[src/rtl/rst_cfg.svh]
// Constants for the reset cause flags and core register initialisation block
`ifndef RST_CFG_SVH
`define RST_CFG_SVH

// ------------------------------------------------------------
// Widths
// ------------------------------------------------------------
`define PC_W 21
`define SP_W 5
`define LATCH_UPPER_W 5
`define TBLPTR_W 22
`define EV_COUNT 7

// ------------------------------------------------------------
// Vectors
// ------------------------------------------------------------
`define PC_RESET 21'h000000
`define PC_STEP 21'h000002
`define VEC_HIGH 21'h000008
`define VEC_LOW 21'h000018
`define SP_STEP 5'h01

// ------------------------------------------------------------
// Event indices, lowest index has priority
// ------------------------------------------------------------
`define EV_BROWNOUT 0
`define EV_PIN 1
`define EV_WATCHDOG 2
`define EV_STACK_FULL 3
`define EV_STACK_UNDER 4
`define EV_INSTR 5
`define EV_INT_WAKE 6

// ------------------------------------------------------------
// Reset values and implemented bit masks
// ------------------------------------------------------------
`define BO_CFG_SW 2'b01
`define BO_CFG_HW_NOSLEEP 2'b10
`define BO_CFG_HW 2'b11
`define IC1_KEEP 8'h01
`define IC2_RESET 8'hf5
`define IC2_MASK 8'hf5
`define IC3_RESET 8'hc0
`define IC3_MASK 8'hdb
`define SP_MASK 8'hdf

// ------------------------------------------------------------
// Cause register bit positions
// ------------------------------------------------------------
`define RC_SW_BO_EN 6
`define RC_INSTR 4
`define RC_POWER_UP 1
`define RC_BROWNOUT 0

`endif

[src/rtl/rst_pkg.sv]
// Types for the reset cause flags and core register initialisation block
`default_nettype none
package rst_pkg;
	`include "rst_cfg.svh"

	typedef enum logic [1:0] {
		MODE_FULL_RUN = 2'b00,
		MODE_LP_RUN = 2'b01,
		MODE_LP_IDLE = 2'b10,
		MODE_SLEEP = 2'b11
	} power_mode_t;

	typedef enum logic [3:0] {
		SEL_STACK_PTR = 4'h0,
		SEL_LATCH_HIGH = 4'h1,
		SEL_LATCH_UPPER = 4'h2,
		SEL_TBLPTR_U = 4'h3,
		SEL_TBLPTR_H = 4'h4,
		SEL_TBLPTR_L = 4'h5,
		SEL_TABLE_LATCH = 4'h6,
		SEL_INT_CTRL1 = 4'h7,
		SEL_INT_CTRL2 = 4'h8,
		SEL_INT_CTRL3 = 4'h9,
		SEL_PIR = 4'ha,
		SEL_CAUSE = 4'hb,
		SEL_SCRATCH = 4'hc
	} core_reg_sel_t;

	typedef struct packed {
		logic en;
		core_reg_sel_t sel;
		logic [7:0] data;
	} core_write_t;

	typedef struct packed {
		logic sw_brownout_enable;
		logic instruction_reset_flag;
		logic watchdog_expiry_flag;
		logic sleep_entry_flag;
		logic power_up_flag;
		logic brownout_flag;
	} cause_flags_t;

	typedef struct packed {
		logic stack_full_flag;
		logic stack_underflow_flag;
		logic unused;
		logic [`SP_W-1:0] ptr;
	} stack_ptr_t;

	typedef struct packed {
		logic [`PC_W-1:0] pc;
		logic [`PC_W-1:0] stack_head;
		stack_ptr_t return_stack_pointer;
		logic [7:0] program_counter_latch_high;
		logic [`LATCH_UPPER_W-1:0] program_counter_latch_upper;
		logic [`TBLPTR_W-1:0] table_pointer;
		logic [7:0] table_latch;
		logic [7:0] interrupt_control_1;
		logic [7:0] interrupt_control_2;
		logic [7:0] interrupt_control_3;
		logic [7:0] peripheral_request_flags;
		logic [7:0] scratch;
		cause_flags_t flags;
	} core_regs_t;

	typedef struct packed {
		core_regs_t regs;
		logic pin_sync1;
		logic pin_sync2;
		logic pin_prev;
		logic bod_sync1;
		logic bod_sync2;
		logic bod_prev;
		logic reset_pulse;
	} rst_state_t;
endpackage
`default_nettype wire

[src/rtl/reset_cause_flags_and_register_init.sv]
// Reset cause flags and core register initialisation for the processor core
// Functional notes
// - Registers without reset value start unknown and survive all non power-on resets.
// - Watchdog wake-up from low power leaves nearly all registers as they were.
// - Power-on: pc zero, instruction, expiry, sleep flags set, enable set in software mode only; power-up, brownout, stack flags cleared.
// - Pin reset in low-power run: pc zero, set expiry flag, others kept.
// - Pin reset in idle or sleep: pc zero, set expiry flag, clear sleep flag.
// - Watchdog expiry while running: pc zero, clear expiry flag, others kept.
// - Pin reset in full-power run: pc zero, all flags kept.
// - Full stack with fault reset enabled: reset, pc zero, set stack-full flag.
// - Underflow sets its flag and loads pc zero; resets only when enabled.
// - Watchdog in idle or sleep wakes: pc plus two, clear expiry and sleep flags.
// - Interrupt wake clears sleep flag, pc plus two, or vector when interrupts enabled.
// - Software brown-out enable is one after power-on in software mode, kept if set, else zero.
// - Interrupt wake with enables set pushes current pc to stack head.
// - Interrupt wake with enables set advances the return stack pointer.
// - Interrupt wake leaves a request flag set naming its source.
// - Unimplemented register bits always read zero.
// - Pc, latches, table pointer, table latch, stack head clear on every reset; pc also clears on underflow without reset.
// - Stack pointer clears on power/brown-out; fault flags kept otherwise; interrupt controls reset.
// - Brownout flag clears on every brown-out or power-on reset when enabled.
// - Software brown-out enable works only in software mode, otherwise reads zero.
`default_nettype none
`include "rst_cfg.svh"
module reset_cause_flags_and_register_init
	import rst_pkg::*;
(
	input wire logic clk,
	input wire logic resetn,
	input wire logic external_reset_pin_n,
	input wire logic brownout_detect,
	input wire logic [1:0] brownout_config_bits,
	input wire logic stack_fault_reset_enable,
	input wire power_mode_t power_mode,
	input wire logic watchdog_expiry,
	input wire logic reset_instruction,
	input wire logic stack_full_event,
	input wire logic stack_underflow_event,
	input wire logic int_wake,
	input wire logic int_wake_high,
	input wire logic [2:0] int_wake_src,
	input wire logic core_pc_load,
	input wire logic [`PC_W-1:0] core_pc_value,
	input wire core_write_t core_wr,
	output core_regs_t core_regs,
	output logic [7:0] reset_cause_register,
	output logic core_reset_pulse,
	output logic core_hold
);
	rst_state_t state_reg;
	rst_state_t state_next;
	logic [`EV_COUNT-1:0] ev_req;
	logic [`EV_COUNT-1:0] ev_grant;
	logic bo_enabled;
	logic in_idle_sleep;
	logic gie_any;
	logic genuine_reset;
	logic sw_bo_keep;

	// ------------------------------------------------------------
	// Event qualification
	// ------------------------------------------------------------
	assign in_idle_sleep = (power_mode == MODE_LP_IDLE) || (power_mode == MODE_SLEEP);
	assign gie_any = state_reg.regs.interrupt_control_1[7] | state_reg.regs.interrupt_control_1[6];
	assign bo_enabled = (brownout_config_bits == `BO_CFG_HW)
		|| ((brownout_config_bits == `BO_CFG_HW_NOSLEEP) && (power_mode != MODE_SLEEP))
		|| ((brownout_config_bits == `BO_CFG_SW) && state_reg.regs.flags.sw_brownout_enable);
	assign sw_bo_keep = (brownout_config_bits == `BO_CFG_SW) && state_reg.regs.flags.sw_brownout_enable;

	always_comb begin
		ev_req = '0;
		ev_req[`EV_BROWNOUT] = state_reg.bod_sync2 & ~state_reg.bod_prev & bo_enabled;
		ev_req[`EV_PIN] = state_reg.pin_prev & ~state_reg.pin_sync2;
		ev_req[`EV_WATCHDOG] = watchdog_expiry;
		ev_req[`EV_STACK_FULL] = stack_full_event;
		ev_req[`EV_STACK_UNDER] = stack_underflow_event;
		ev_req[`EV_INSTR] = reset_instruction;
		ev_req[`EV_INT_WAKE] = int_wake & (power_mode != MODE_FULL_RUN);
	end

	cause_prio #(
		.N(`EV_COUNT)
	) u_prio (
		.req(ev_req),
		.grant(ev_grant)
	);

	// Events that reinitialise the core set rather than resume it
	assign genuine_reset = ev_grant[`EV_BROWNOUT] | ev_grant[`EV_PIN]
		| (ev_grant[`EV_WATCHDOG] & ~in_idle_sleep)
		| (ev_grant[`EV_STACK_FULL] & stack_fault_reset_enable)
		| (ev_grant[`EV_STACK_UNDER] & stack_fault_reset_enable)
		| ev_grant[`EV_INSTR];

	// ------------------------------------------------------------
	// Next state
	// ------------------------------------------------------------
	always_comb begin
		state_next = state_reg;
		state_next.pin_sync1 = external_reset_pin_n;
		state_next.pin_sync2 = state_reg.pin_sync1;
		state_next.pin_prev = state_reg.pin_sync2;
		state_next.bod_sync1 = brownout_detect;
		state_next.bod_sync2 = state_reg.bod_sync1;
		state_next.bod_prev = state_reg.bod_sync2;
		state_next.reset_pulse = genuine_reset;

		// Normal core traffic; events below override it in the same cycle
		if (core_pc_load) begin
			state_next.regs.pc = core_pc_value;
		end
		if (core_wr.en) begin
			case (core_wr.sel)
				SEL_STACK_PTR: begin
					state_next.regs.return_stack_pointer = core_wr.data & `SP_MASK;
				end
				SEL_LATCH_HIGH: begin
					state_next.regs.program_counter_latch_high = core_wr.data;
				end
				SEL_LATCH_UPPER: begin
					state_next.regs.program_counter_latch_upper = core_wr.data[`LATCH_UPPER_W-1:0];
				end
				SEL_TBLPTR_U: begin
					state_next.regs.table_pointer[21:16] = core_wr.data[5:0];
				end
				SEL_TBLPTR_H: begin
					state_next.regs.table_pointer[15:8] = core_wr.data;
				end
				SEL_TBLPTR_L: begin
					state_next.regs.table_pointer[7:0] = core_wr.data;
				end
				SEL_TABLE_LATCH: begin
					state_next.regs.table_latch = core_wr.data;
				end
				SEL_INT_CTRL1: begin
					state_next.regs.interrupt_control_1 = core_wr.data;
				end
				SEL_INT_CTRL2: begin
					state_next.regs.interrupt_control_2 = core_wr.data & `IC2_MASK;
				end
				SEL_INT_CTRL3: begin
					state_next.regs.interrupt_control_3 = core_wr.data & `IC3_MASK;
				end
				SEL_PIR: begin
					state_next.regs.peripheral_request_flags = core_wr.data;
				end
				SEL_CAUSE: begin
					state_next.regs.flags.sw_brownout_enable = core_wr.data[`RC_SW_BO_EN];
					state_next.regs.flags.instruction_reset_flag = core_wr.data[`RC_INSTR];
					state_next.regs.flags.power_up_flag = core_wr.data[`RC_POWER_UP];
					state_next.regs.flags.brownout_flag = core_wr.data[`RC_BROWNOUT];
				end
				SEL_SCRATCH: begin
					state_next.regs.scratch = core_wr.data;
				end
				default: begin
				end
			endcase
		end

		// Core set reinitialisation; scratch is never touched here
		if (genuine_reset) begin
			state_next.regs.pc = `PC_RESET;
			state_next.regs.stack_head = '0;
			state_next.regs.program_counter_latch_high = '0;
			state_next.regs.program_counter_latch_upper = '0;
			state_next.regs.table_pointer = '0;
			state_next.regs.table_latch = '0;
			state_next.regs.return_stack_pointer.ptr = '0;
			state_next.regs.return_stack_pointer.unused = 1'b0;
			state_next.regs.interrupt_control_1 = state_reg.regs.interrupt_control_1 & `IC1_KEEP;
			state_next.regs.interrupt_control_2 = `IC2_RESET;
			state_next.regs.interrupt_control_3 = `IC3_RESET;
			if (!sw_bo_keep) begin
				state_next.regs.flags.sw_brownout_enable = 1'b0;
			end
		end

		// Cause flags per event
		if (ev_grant[`EV_BROWNOUT]) begin
			state_next.regs.flags.instruction_reset_flag = 1'b1;
			state_next.regs.flags.watchdog_expiry_flag = 1'b1;
			state_next.regs.flags.sleep_entry_flag = 1'b1;
			state_next.regs.flags.brownout_flag = 1'b0;
			state_next.regs.return_stack_pointer = '0;
		end
		if (ev_grant[`EV_PIN]) begin
			case (power_mode)
				MODE_LP_RUN: begin
					state_next.regs.flags.watchdog_expiry_flag = 1'b1;
				end
				MODE_LP_IDLE, MODE_SLEEP: begin
					state_next.regs.flags.watchdog_expiry_flag = 1'b1;
					state_next.regs.flags.sleep_entry_flag = 1'b0;
				end
				default: begin
					state_next.regs.flags.watchdog_expiry_flag = state_reg.regs.flags.watchdog_expiry_flag;
				end
			endcase
		end
		if (ev_grant[`EV_WATCHDOG]) begin
			state_next.regs.flags.watchdog_expiry_flag = 1'b0;
			if (in_idle_sleep) begin
				state_next.regs.pc = state_reg.regs.pc + `PC_STEP;
				state_next.regs.flags.sleep_entry_flag = 1'b0;
			end
		end
		if (ev_grant[`EV_STACK_FULL]) begin
			state_next.regs.return_stack_pointer.stack_full_flag = 1'b1;
		end
		if (ev_grant[`EV_STACK_UNDER]) begin
			state_next.regs.return_stack_pointer.stack_underflow_flag = 1'b1;
			state_next.regs.pc = `PC_RESET;
		end
		if (ev_grant[`EV_INSTR]) begin
			state_next.regs.flags.instruction_reset_flag = 1'b0;
		end
		if (ev_grant[`EV_INT_WAKE]) begin
			state_next.regs.flags.sleep_entry_flag = 1'b0;
			state_next.regs.peripheral_request_flags[int_wake_src] = 1'b1;
			if (gie_any) begin
				state_next.regs.stack_head = state_reg.regs.pc;
				state_next.regs.return_stack_pointer.ptr = state_reg.regs.return_stack_pointer.ptr + `SP_STEP;
				state_next.regs.pc = int_wake_high ? `VEC_HIGH : `VEC_LOW;
			end else begin
				state_next.regs.pc = state_reg.regs.pc + `PC_STEP;
			end
		end

		if (brownout_config_bits != `BO_CFG_SW) begin
			state_next.regs.flags.sw_brownout_enable = 1'b0;
		end

		// Power-on: the synchronous reset is the power-on detector
		if (!resetn) begin
			state_next.regs.pc = `PC_RESET;
			state_next.regs.stack_head = '0;
			state_next.regs.program_counter_latch_high = '0;
			state_next.regs.program_counter_latch_upper = '0;
			state_next.regs.table_pointer = '0;
			state_next.regs.table_latch = '0;
			state_next.regs.return_stack_pointer = '0;
			state_next.regs.interrupt_control_1 = state_reg.regs.interrupt_control_1 & `IC1_KEEP;
			state_next.regs.interrupt_control_2 = `IC2_RESET;
			state_next.regs.interrupt_control_3 = `IC3_RESET;
			state_next.regs.flags.sw_brownout_enable = (brownout_config_bits == `BO_CFG_SW);
			state_next.regs.flags.instruction_reset_flag = 1'b1;
			state_next.regs.flags.watchdog_expiry_flag = 1'b1;
			state_next.regs.flags.sleep_entry_flag = 1'b1;
			state_next.regs.flags.power_up_flag = 1'b0;
			state_next.regs.flags.brownout_flag = 1'b0;
			state_next.pin_sync1 = 1'b1;
			state_next.pin_sync2 = 1'b1;
			state_next.pin_prev = 1'b1;
			state_next.bod_sync1 = 1'b0;
			state_next.bod_sync2 = 1'b0;
			state_next.bod_prev = 1'b0;
			state_next.reset_pulse = 1'b0;
		end
	end

	always_ff @(posedge clk) begin
		state_reg <= state_next;
	end

	// ------------------------------------------------------------
	// Outputs
	// ------------------------------------------------------------
	assign core_regs = state_reg.regs;
	assign reset_cause_register = {1'b0, state_reg.regs.flags.sw_brownout_enable, 1'b0,
		state_reg.regs.flags.instruction_reset_flag, state_reg.regs.flags.watchdog_expiry_flag,
		state_reg.regs.flags.sleep_entry_flag, state_reg.regs.flags.power_up_flag,
		state_reg.regs.flags.brownout_flag};
	assign core_reset_pulse = state_reg.reset_pulse;
	assign core_hold = ~resetn | ~state_reg.pin_sync2 | (state_reg.bod_sync2 & bo_enabled);
endmodule // reset_cause_flags_and_register_init
`default_nettype wire

[src/rtl/cause_prio.sv]
// Fixed priority picker for simultaneous reset and wake events
`default_nettype none
module cause_prio #(
	parameter int N = 7
) (
	input wire logic [N-1:0] req,
	output logic [N-1:0] grant
);
	logic found;

	if (N < 1) begin : g_check
		$error("cause_prio needs at least one request");
	end

	// ------------------------------------------------------------
	// Lowest index wins
	// ------------------------------------------------------------
	always_comb begin
		found = 1'b0;
		grant = '0;
		for (int i = 0; i < N; i++) begin
			if (req[i] && !found) begin
				grant[i] = 1'b1;
				found = 1'b1;
			end
		end
	end
endmodule // cause_prio
`default_nettype wire

[config.mk]
export PLATFORM = sky130hd
export DESIGN_NAME = reset_cause_flags_and_register_init
export DESIGN_NICKNAME = d
export VERILOG_FILES = /design/src/rtl/rst_pkg.sv /design/src/rtl/reset_cause_flags_and_register_init.sv /design/src/rtl/cause_prio.sv
export VERILOG_INCLUDE_DIRS = /design/src /design/src/rtl
export SDC_FILE = /design/constraint.sdc
export NUM_CORES = 1
export LEC_CHECK = 0
export BUFFER_PORTS_ARGS = -buffer_cell sky130_fd_sc_hd__buf_2
export CORE_ASPECT_RATIO = 0.8
export CORE_MARGIN = 2
export CORE_UTILIZATION = 55
export CTS_BUF_LIST = sky130_fd_sc_hd__clkbuf_8
export DETAILED_ROUTE_END_ITERATION = 10
export PLACE_DENSITY = 0.9
export SLEW_MARGIN = 15
export SYNTH_ARGS = -nofsm -noshare
export SYNTH_HDL_FRONTEND = slang
export SYNTH_SLANG_ARGS = --single-unit
[constraint.sdc]
create_clock -name clk -period 5 [get_ports clk]
set_clock_uncertainty 0.15 [all_clocks]
set_input_delay 0.75 -clock clk [delete_from_list [all_inputs] [get_ports clk]]
set_output_delay 0.75 -clock clk [all_outputs]
set_load 0.01 [all_outputs]
== After elaboration in Yosys (flattened, before gate mapping) ==
Index checks and enable logic that the tools add are counted.
Widths: inputs -> output; s select.
Operators by class
  $add $sub $neg: 2
  order comparisons: 2
  equality and inequality tests: 21
  multiplexer cells: 59
  bitwise logic cells: 22
  reductions and logical operators: 47
Operator list (number)
  $mux 21: 6
  $mux 8: 12
  $mux 93: 1
  $mux 42: 2
  $mux 73: 1
  $reduce_and 2->1: 15
  $mux 1: 24
  $add 21x2->21 const B: 1
  $reduce_bool 3->1: 7
  $eq 4x4->1 const B: 5
  $mux 5: 4
  $eq 4x3->1 const B: 4
  $mux 13: 1
  $mux 2: 5
  $logic_and 1x1->1: 9
  $and 1x1->1: 8
  $eq 2x2->1 const B: 4
  $eq 4x2->1 const B: 2
  $or 1x1->1: 8
  $or 8x8->8: 1
  $logic_not 1->1: 6
  $mux 6: 1
  $reduce_or 2->1: 3
  $add 5x1->5 const B: 1
  other kinds (15): 22
Storage, ports and cells
  register bits after elaboration: 141
  input port bits: 53
  output and inout port bits: 149
  logic and storage cells: 183

== Depth between registers and ports, before layout ==
  depth after elaboration: 27
  mapped depth: 7
  mapped depth without buffers: 6

== Cells and area by module ==
Synthesis repeated with hierarchy kept, for this count alone.
Second synthesis, totals
  cells, all modules: 769
  area total of the unflattened synthesis: 7063.0 um^2
By module, submodules not included
  reset_cause_flags_and_register_init: instances 1, cells each 760, area an instance 6991.7 um^2, seq. area each 2912.8 um^2
  cause_prio: instances 1, cells each 9, area an instance 71.3 um^2, seq. area each 0.0 um^2

== Worst setup path after synthesis ==
Ideal clock, no wire load.
  path kind: input-to-reg
  start: input port watchdog_expiry
  end: register state_reg, in the netlist core_regs[100]
  library setup time: 0.065 ns
  arrival: 2.222 ns
  data required time: 4.785 ns
  slack: 2.563 ns
  stages: 7
  buffers on the path: 2
  cells stage by stage: buf_2 > nor3_2 > nand4_1 > nor3_2 > buf_2 > a22oi_1 > nor2_1
Between the ends
  cells in the longest elaborated chain, start to end: 15
  elaborated cells on any way between the ends: 28
  classes of those cells: 12 x mux; 7 x bitwise; 9 x reduce/logical
Ends and longest elaborated chain
  start: declaration: RTL line reset_cause_flags_and_register_init.sv:35  | input wire logic watchdog_expiry,
  $logic_and 1x1->1 (*): RTL line cause_prio.sv:22  | if (req[i] && !found) begin
  $mux 1: RTL line cause_prio.sv:22
  $logic_not 1->1: RTL line cause_prio.sv:22
  $logic_and 1x1->1: RTL line cause_prio.sv:22
  $mux 1: RTL line cause_prio.sv:22
  $logic_not 1->1: RTL line cause_prio.sv:22
  $logic_and 1x1->1: RTL line cause_prio.sv:22
  $mux 1: RTL line cause_prio.sv:22
  $logic_not 1->1: RTL line cause_prio.sv:22
  $logic_and 1x1->1: RTL line cause_prio.sv:22
  $mux 1: RTL line cause_prio.sv:22
  $or 1x1->1 or $logic_not 1->1 (tied branches): RTL line reset_cause_flags_and_register_init.sv:89, cause_prio.sv:22
  $mux 42 or $logic_and 1x1->1 (tied branches): RTL line reset_cause_flags_and_register_init.sv:162, cause_prio.sv:22
  $mux 21 or $mux 1 (tied branches): RTL line reset_cause_flags_and_register_init.sv:221, cause_prio.sv:22
  $mux 42 (*): RTL line reset_cause_flags_and_register_init.sv:218  | if (ev_grant[`EV_INT_WAKE]) begin
  end signal: assignment: RTL line reset_cause_flags_and_register_init.sv:263  | state_reg <= state_next;
  end: declaration: RTL line reset_cause_flags_and_register_init.sv:50  | rst_state_t state_reg;
Mark *: on every way between the ends. The rest lies on a longest branch, timed or not.
A chain may end at the register's enable or synchronous reset.

== Final worst setup path ==
  start: input port watchdog_expiry
  end: register state_reg, in the netlist core_regs[91]
Between the ends
  cells in the longest elaborated chain, start to end: 16
  elaborated cells on any way between the ends: 29
  classes of those cells: 13 x mux; 7 x bitwise; 9 x reduce/logical
Ends and longest elaborated chain
  $logic_and 1x1->1 (*): RTL line cause_prio.sv:22
  $mux 1: RTL line cause_prio.sv:22
  $logic_not 1->1: RTL line cause_prio.sv:22
  $logic_and 1x1->1: RTL line cause_prio.sv:22
  $mux 1: RTL line cause_prio.sv:22
  $logic_not 1->1: RTL line cause_prio.sv:22
  $logic_and 1x1->1: RTL line cause_prio.sv:22
  $mux 1: RTL line cause_prio.sv:22
  $logic_not 1->1: RTL line cause_prio.sv:22
  $logic_and 1x1->1: RTL line cause_prio.sv:22
  $mux 1: RTL line cause_prio.sv:22
  $or 1x1->1: RTL line reset_cause_flags_and_register_init.sv:89  | assign genuine_reset = ev_grant[`EV_BROWNOUT] | ev_grant[`EV_PIN]
  $mux 73: RTL line reset_cause_flags_and_register_init.sv:162  | if (genuine_reset) begin
  $mux 8: RTL line reset_cause_flags_and_register_init.sv:180  | if (ev_grant[`EV_BROWNOUT]) begin
  $mux 5: RTL line reset_cause_flags_and_register_init.sv:221  | if (gie_any) begin
  $mux 5 (*): RTL line reset_cause_flags_and_register_init.sv:218
Marks and branches as above.

==> impl_metrics.csv <==
group,metric,value,unit
route,vias_per_cell,5.50,
floorplanning,dieArea,13600,sq um
finish,nets,845,
clocking,htreeDepth,4,
pwr,irDropWorstVdd,196,uV
critical_path,critical_path_required,5.16,ns
clocking,clk_pin_slew_worst_paths,0.07,ns
synthesis,syn_area_per_cell,9.30,sq um
floorplanning,die_w,130,um
timing,setup_viol,0,
critical_path,worstPathCellList,"buf_2, nor3_2, nand4_1, nor3_4, nor2_1, a32o_1",
global_route,grt_max_degree,58,
placement,hpwl,12100,um
critical_path,crit_path_top_delay_cell,"nor3_4",
placement,pre_cts_slack,1.80,ns
clocking,cts_tree,"yes",
placement,gp_congestion,0.874,
min_path,min-delay-path-class,"flop to flop",
timing,setup_slack,2.18,ns
clocking,cts_hold_buf,0,
synthesis,yosysWarnings,0,
clocking,clock_latency,0.42,ns
route,drt_wl_total,16800,um
global_route,antenna_found_initial,0,
critical_path,crit_path_start_kind,"primary input",
timing,rsz0062_at_grt,"no",
synthesis,syn_area,6970,sq um
synthesis,ys_types,56,
route,drtIter0Drc,447,
critical_path,worst-setup-path-type,"primary input to flop",
synthesis,synth_largest_area_cell,"dfxtp_1",
floorplanning,io_pins,202,
synthesis,async_reset_ff_share,0,%
finish,diodes,0,
route,final_antenna_net_count,0,
timing,fmax,0.355,GHz
timing,fin_crit_sh,56.4,%
global_route,grt_pass1_wl,25800,um
timing,fin_crit,2.82,ns
route,drcViolationCount,0,
floorplanning,design.core.area,12300,sq um
timing,final.setup.tns,0,ns
global_route,grt_overflow,0,
critical_path,cp_max_fo,28,
route,first_pass_iters,5,
critical_path,cp-end-kind,"flop",
critical_path,slowest_delay,1.03,ns
finish,final_common_cell,"buf_2",
synthesis,synthCells,750,
pwr,p_per_area,318,nW/um^2
min_path,hold_path_depth,1,
global_route,track_usage,24.5,%
clocking,postCtsSetupBuffers,0,
timing,final_hold_viol_count,0,
synthesis,synth.top_cell.area_share,37.9,%
timing,drv_slew,0,
clocking,cts_root_buf,"clkbuf_8",
critical_path,rr_worst_depth,5,
finish,layout_common_cells,"194 x buf_2, 132 x dfxtp_1, 93 x nor2_1, 81 x mux2i_1, 31 x nand2_1",
finish,syn_to_final_growth,5.96,%
pwr,p_leak,3.28,nW
floorplanning,fp-row-count,36,
floorplanning,start_util,56.9,%
finish,largest_reg_flops,134,
timing,relSlewSlack,24.7,%
run_status,status,"completed",
synthesis,ys_seq_area_share,41.8,%
synthesis,synth_flop_cell,"dfxtp_1",
finish,drive_gt1_share,31.0,%
clocking,cts_inserted_buffers,17,
synthesis,synth_edf_count,9,
global_route,grt_pass1_vias,4845,
clocking,cts_resized,0,
route,wl_per_cell,17.3,um
timing,tightest_slew,1.13,ns
synthesis,ys_top_cells_by_area,"dfxtp_1 38%, buf_4 16%, mux2i_1 12%",
clocking,cts_sinks,141,
clocking,clock_path_buffers,2,
route,dr_total_vias,5353,
floorplanning,die_y,105,um
flow_run,drv_cap,0,
critical_path,crit_arrival,2.98,ns
placement,io_buffers,194,
synthesis,ys_ff_latch,141,
through the flow:
stage               utilization [%]  hold WS [ns]  power (mW)  instances  area (sq um)
finish                         60.3         0.291        2.35        974          7390
global route                   60.3         0.311        2.44        974          7390
CTS                            60.3         0.291        2.36        974          7390
detailed placement             57.0         0.266        1.45        942          6990
global placement               57.0         0.240        1.45        942          6990
floorplan                         -         0.236        1.40        756          6990
power by group:
| group | total, mW | switching [mW] | internal (mW) | leakage (nW) |
|---|---|---|---|---|
| Combinational | 0.232 | 0.146 | 0.0858 | 1.91 |
| Sequential | 1.20 | 0.0299 | 1.17 | 1.15 |
| Clock | 0.915 | 0.416 | 0.499 | 0.212 |
| Total | 2.35 | 0.593 | 1.75 | 3.28 |
metal layers:
layer  global-route usage (%)  routed length (um)  vias up
met5                        0                   0        -
met4                     6.07                 219        0
li1                         -                   -     2555
met2                     36.3                7500      247
met1                     35.6                7760     2534
met3                     6.04                1340       17
Yosys cell counts (3+ instances only):
cell type / instances
mux2i_1: 81
nand2_1: 31
or2_2: 6
buf_2: 7
and4_1: 5
xor2_1: 3
dfxtp_1: 132
o31ai_1: 3
a22oi_1: 22
nor2b_1: 4
xnor2_1: 3
edfxtp_1: 9
or4_1: 3
buf_1: 9
and2_1: 3
nand3_1: 16
a21oi_1: 12
nor3_1: 9
a211oi_1: 15
a221o_1: 13
inv_1: 5
nand3b_1: 3
nor2_1: 93
nand2b_1: 13
mux2_2: 4
nor3_2: 4
clkbuf_1: 22
a32o_1: 4
nand4_1: 6
or3_1: 12
buf_4: 147
o21ai_0: 21
logic make-up (layout without fill, tap and decap cells):
kind of cell / after synthesis / in the layout / synth area share (%)
AOI/OAI and AO/OA: 107 / 107 / 11.1
muxes: 85 / 85 / 12.3
and+or+nand+nor: 217 / 217 / 15.3
adders and majority gates: 2 / 2 / 0.359
other: 1 / 7 / 0.0538
xor gates and xnor gates: 6 / 6 / 0.754
buffers and inverters: 191 / 238 / 18.3
DFF: 141 / 141 / 41.8
critical path: cells and delay by family:
family / cells / cell delay (ns)
AOI/OAI and AO/OA: 1 / 0.28
buffers and inverters: 1 / 0.15
and+or+nand+nor: 4 / 1.81
area by class of cell:
cell class / instances / area, sq um
timing repair buffer: 200 / 1020
tap: 171 / 214
clock buffer: 18 / 248
inverter: 6 / 22.5
clock inverter: 14 / 154
multi-input combinational: 424 / 2820
sequential: 141 / 2910
fill: 1071 / 4860
final timing paths:
| kind | slack (ns) | start | end |
|---|---|---|---|
| max reg2reg | 2.30 | state_reg[5] | core_regs[91] |
| max | 2.18 | watchdog_expiry | core_regs[91] |
| min reg2reg | 0.29 | state_reg[6] | state_reg[5] |
| min | 0.29 | state_reg[6] | state_reg[5] |
Power figures use the tool's default switching activity.
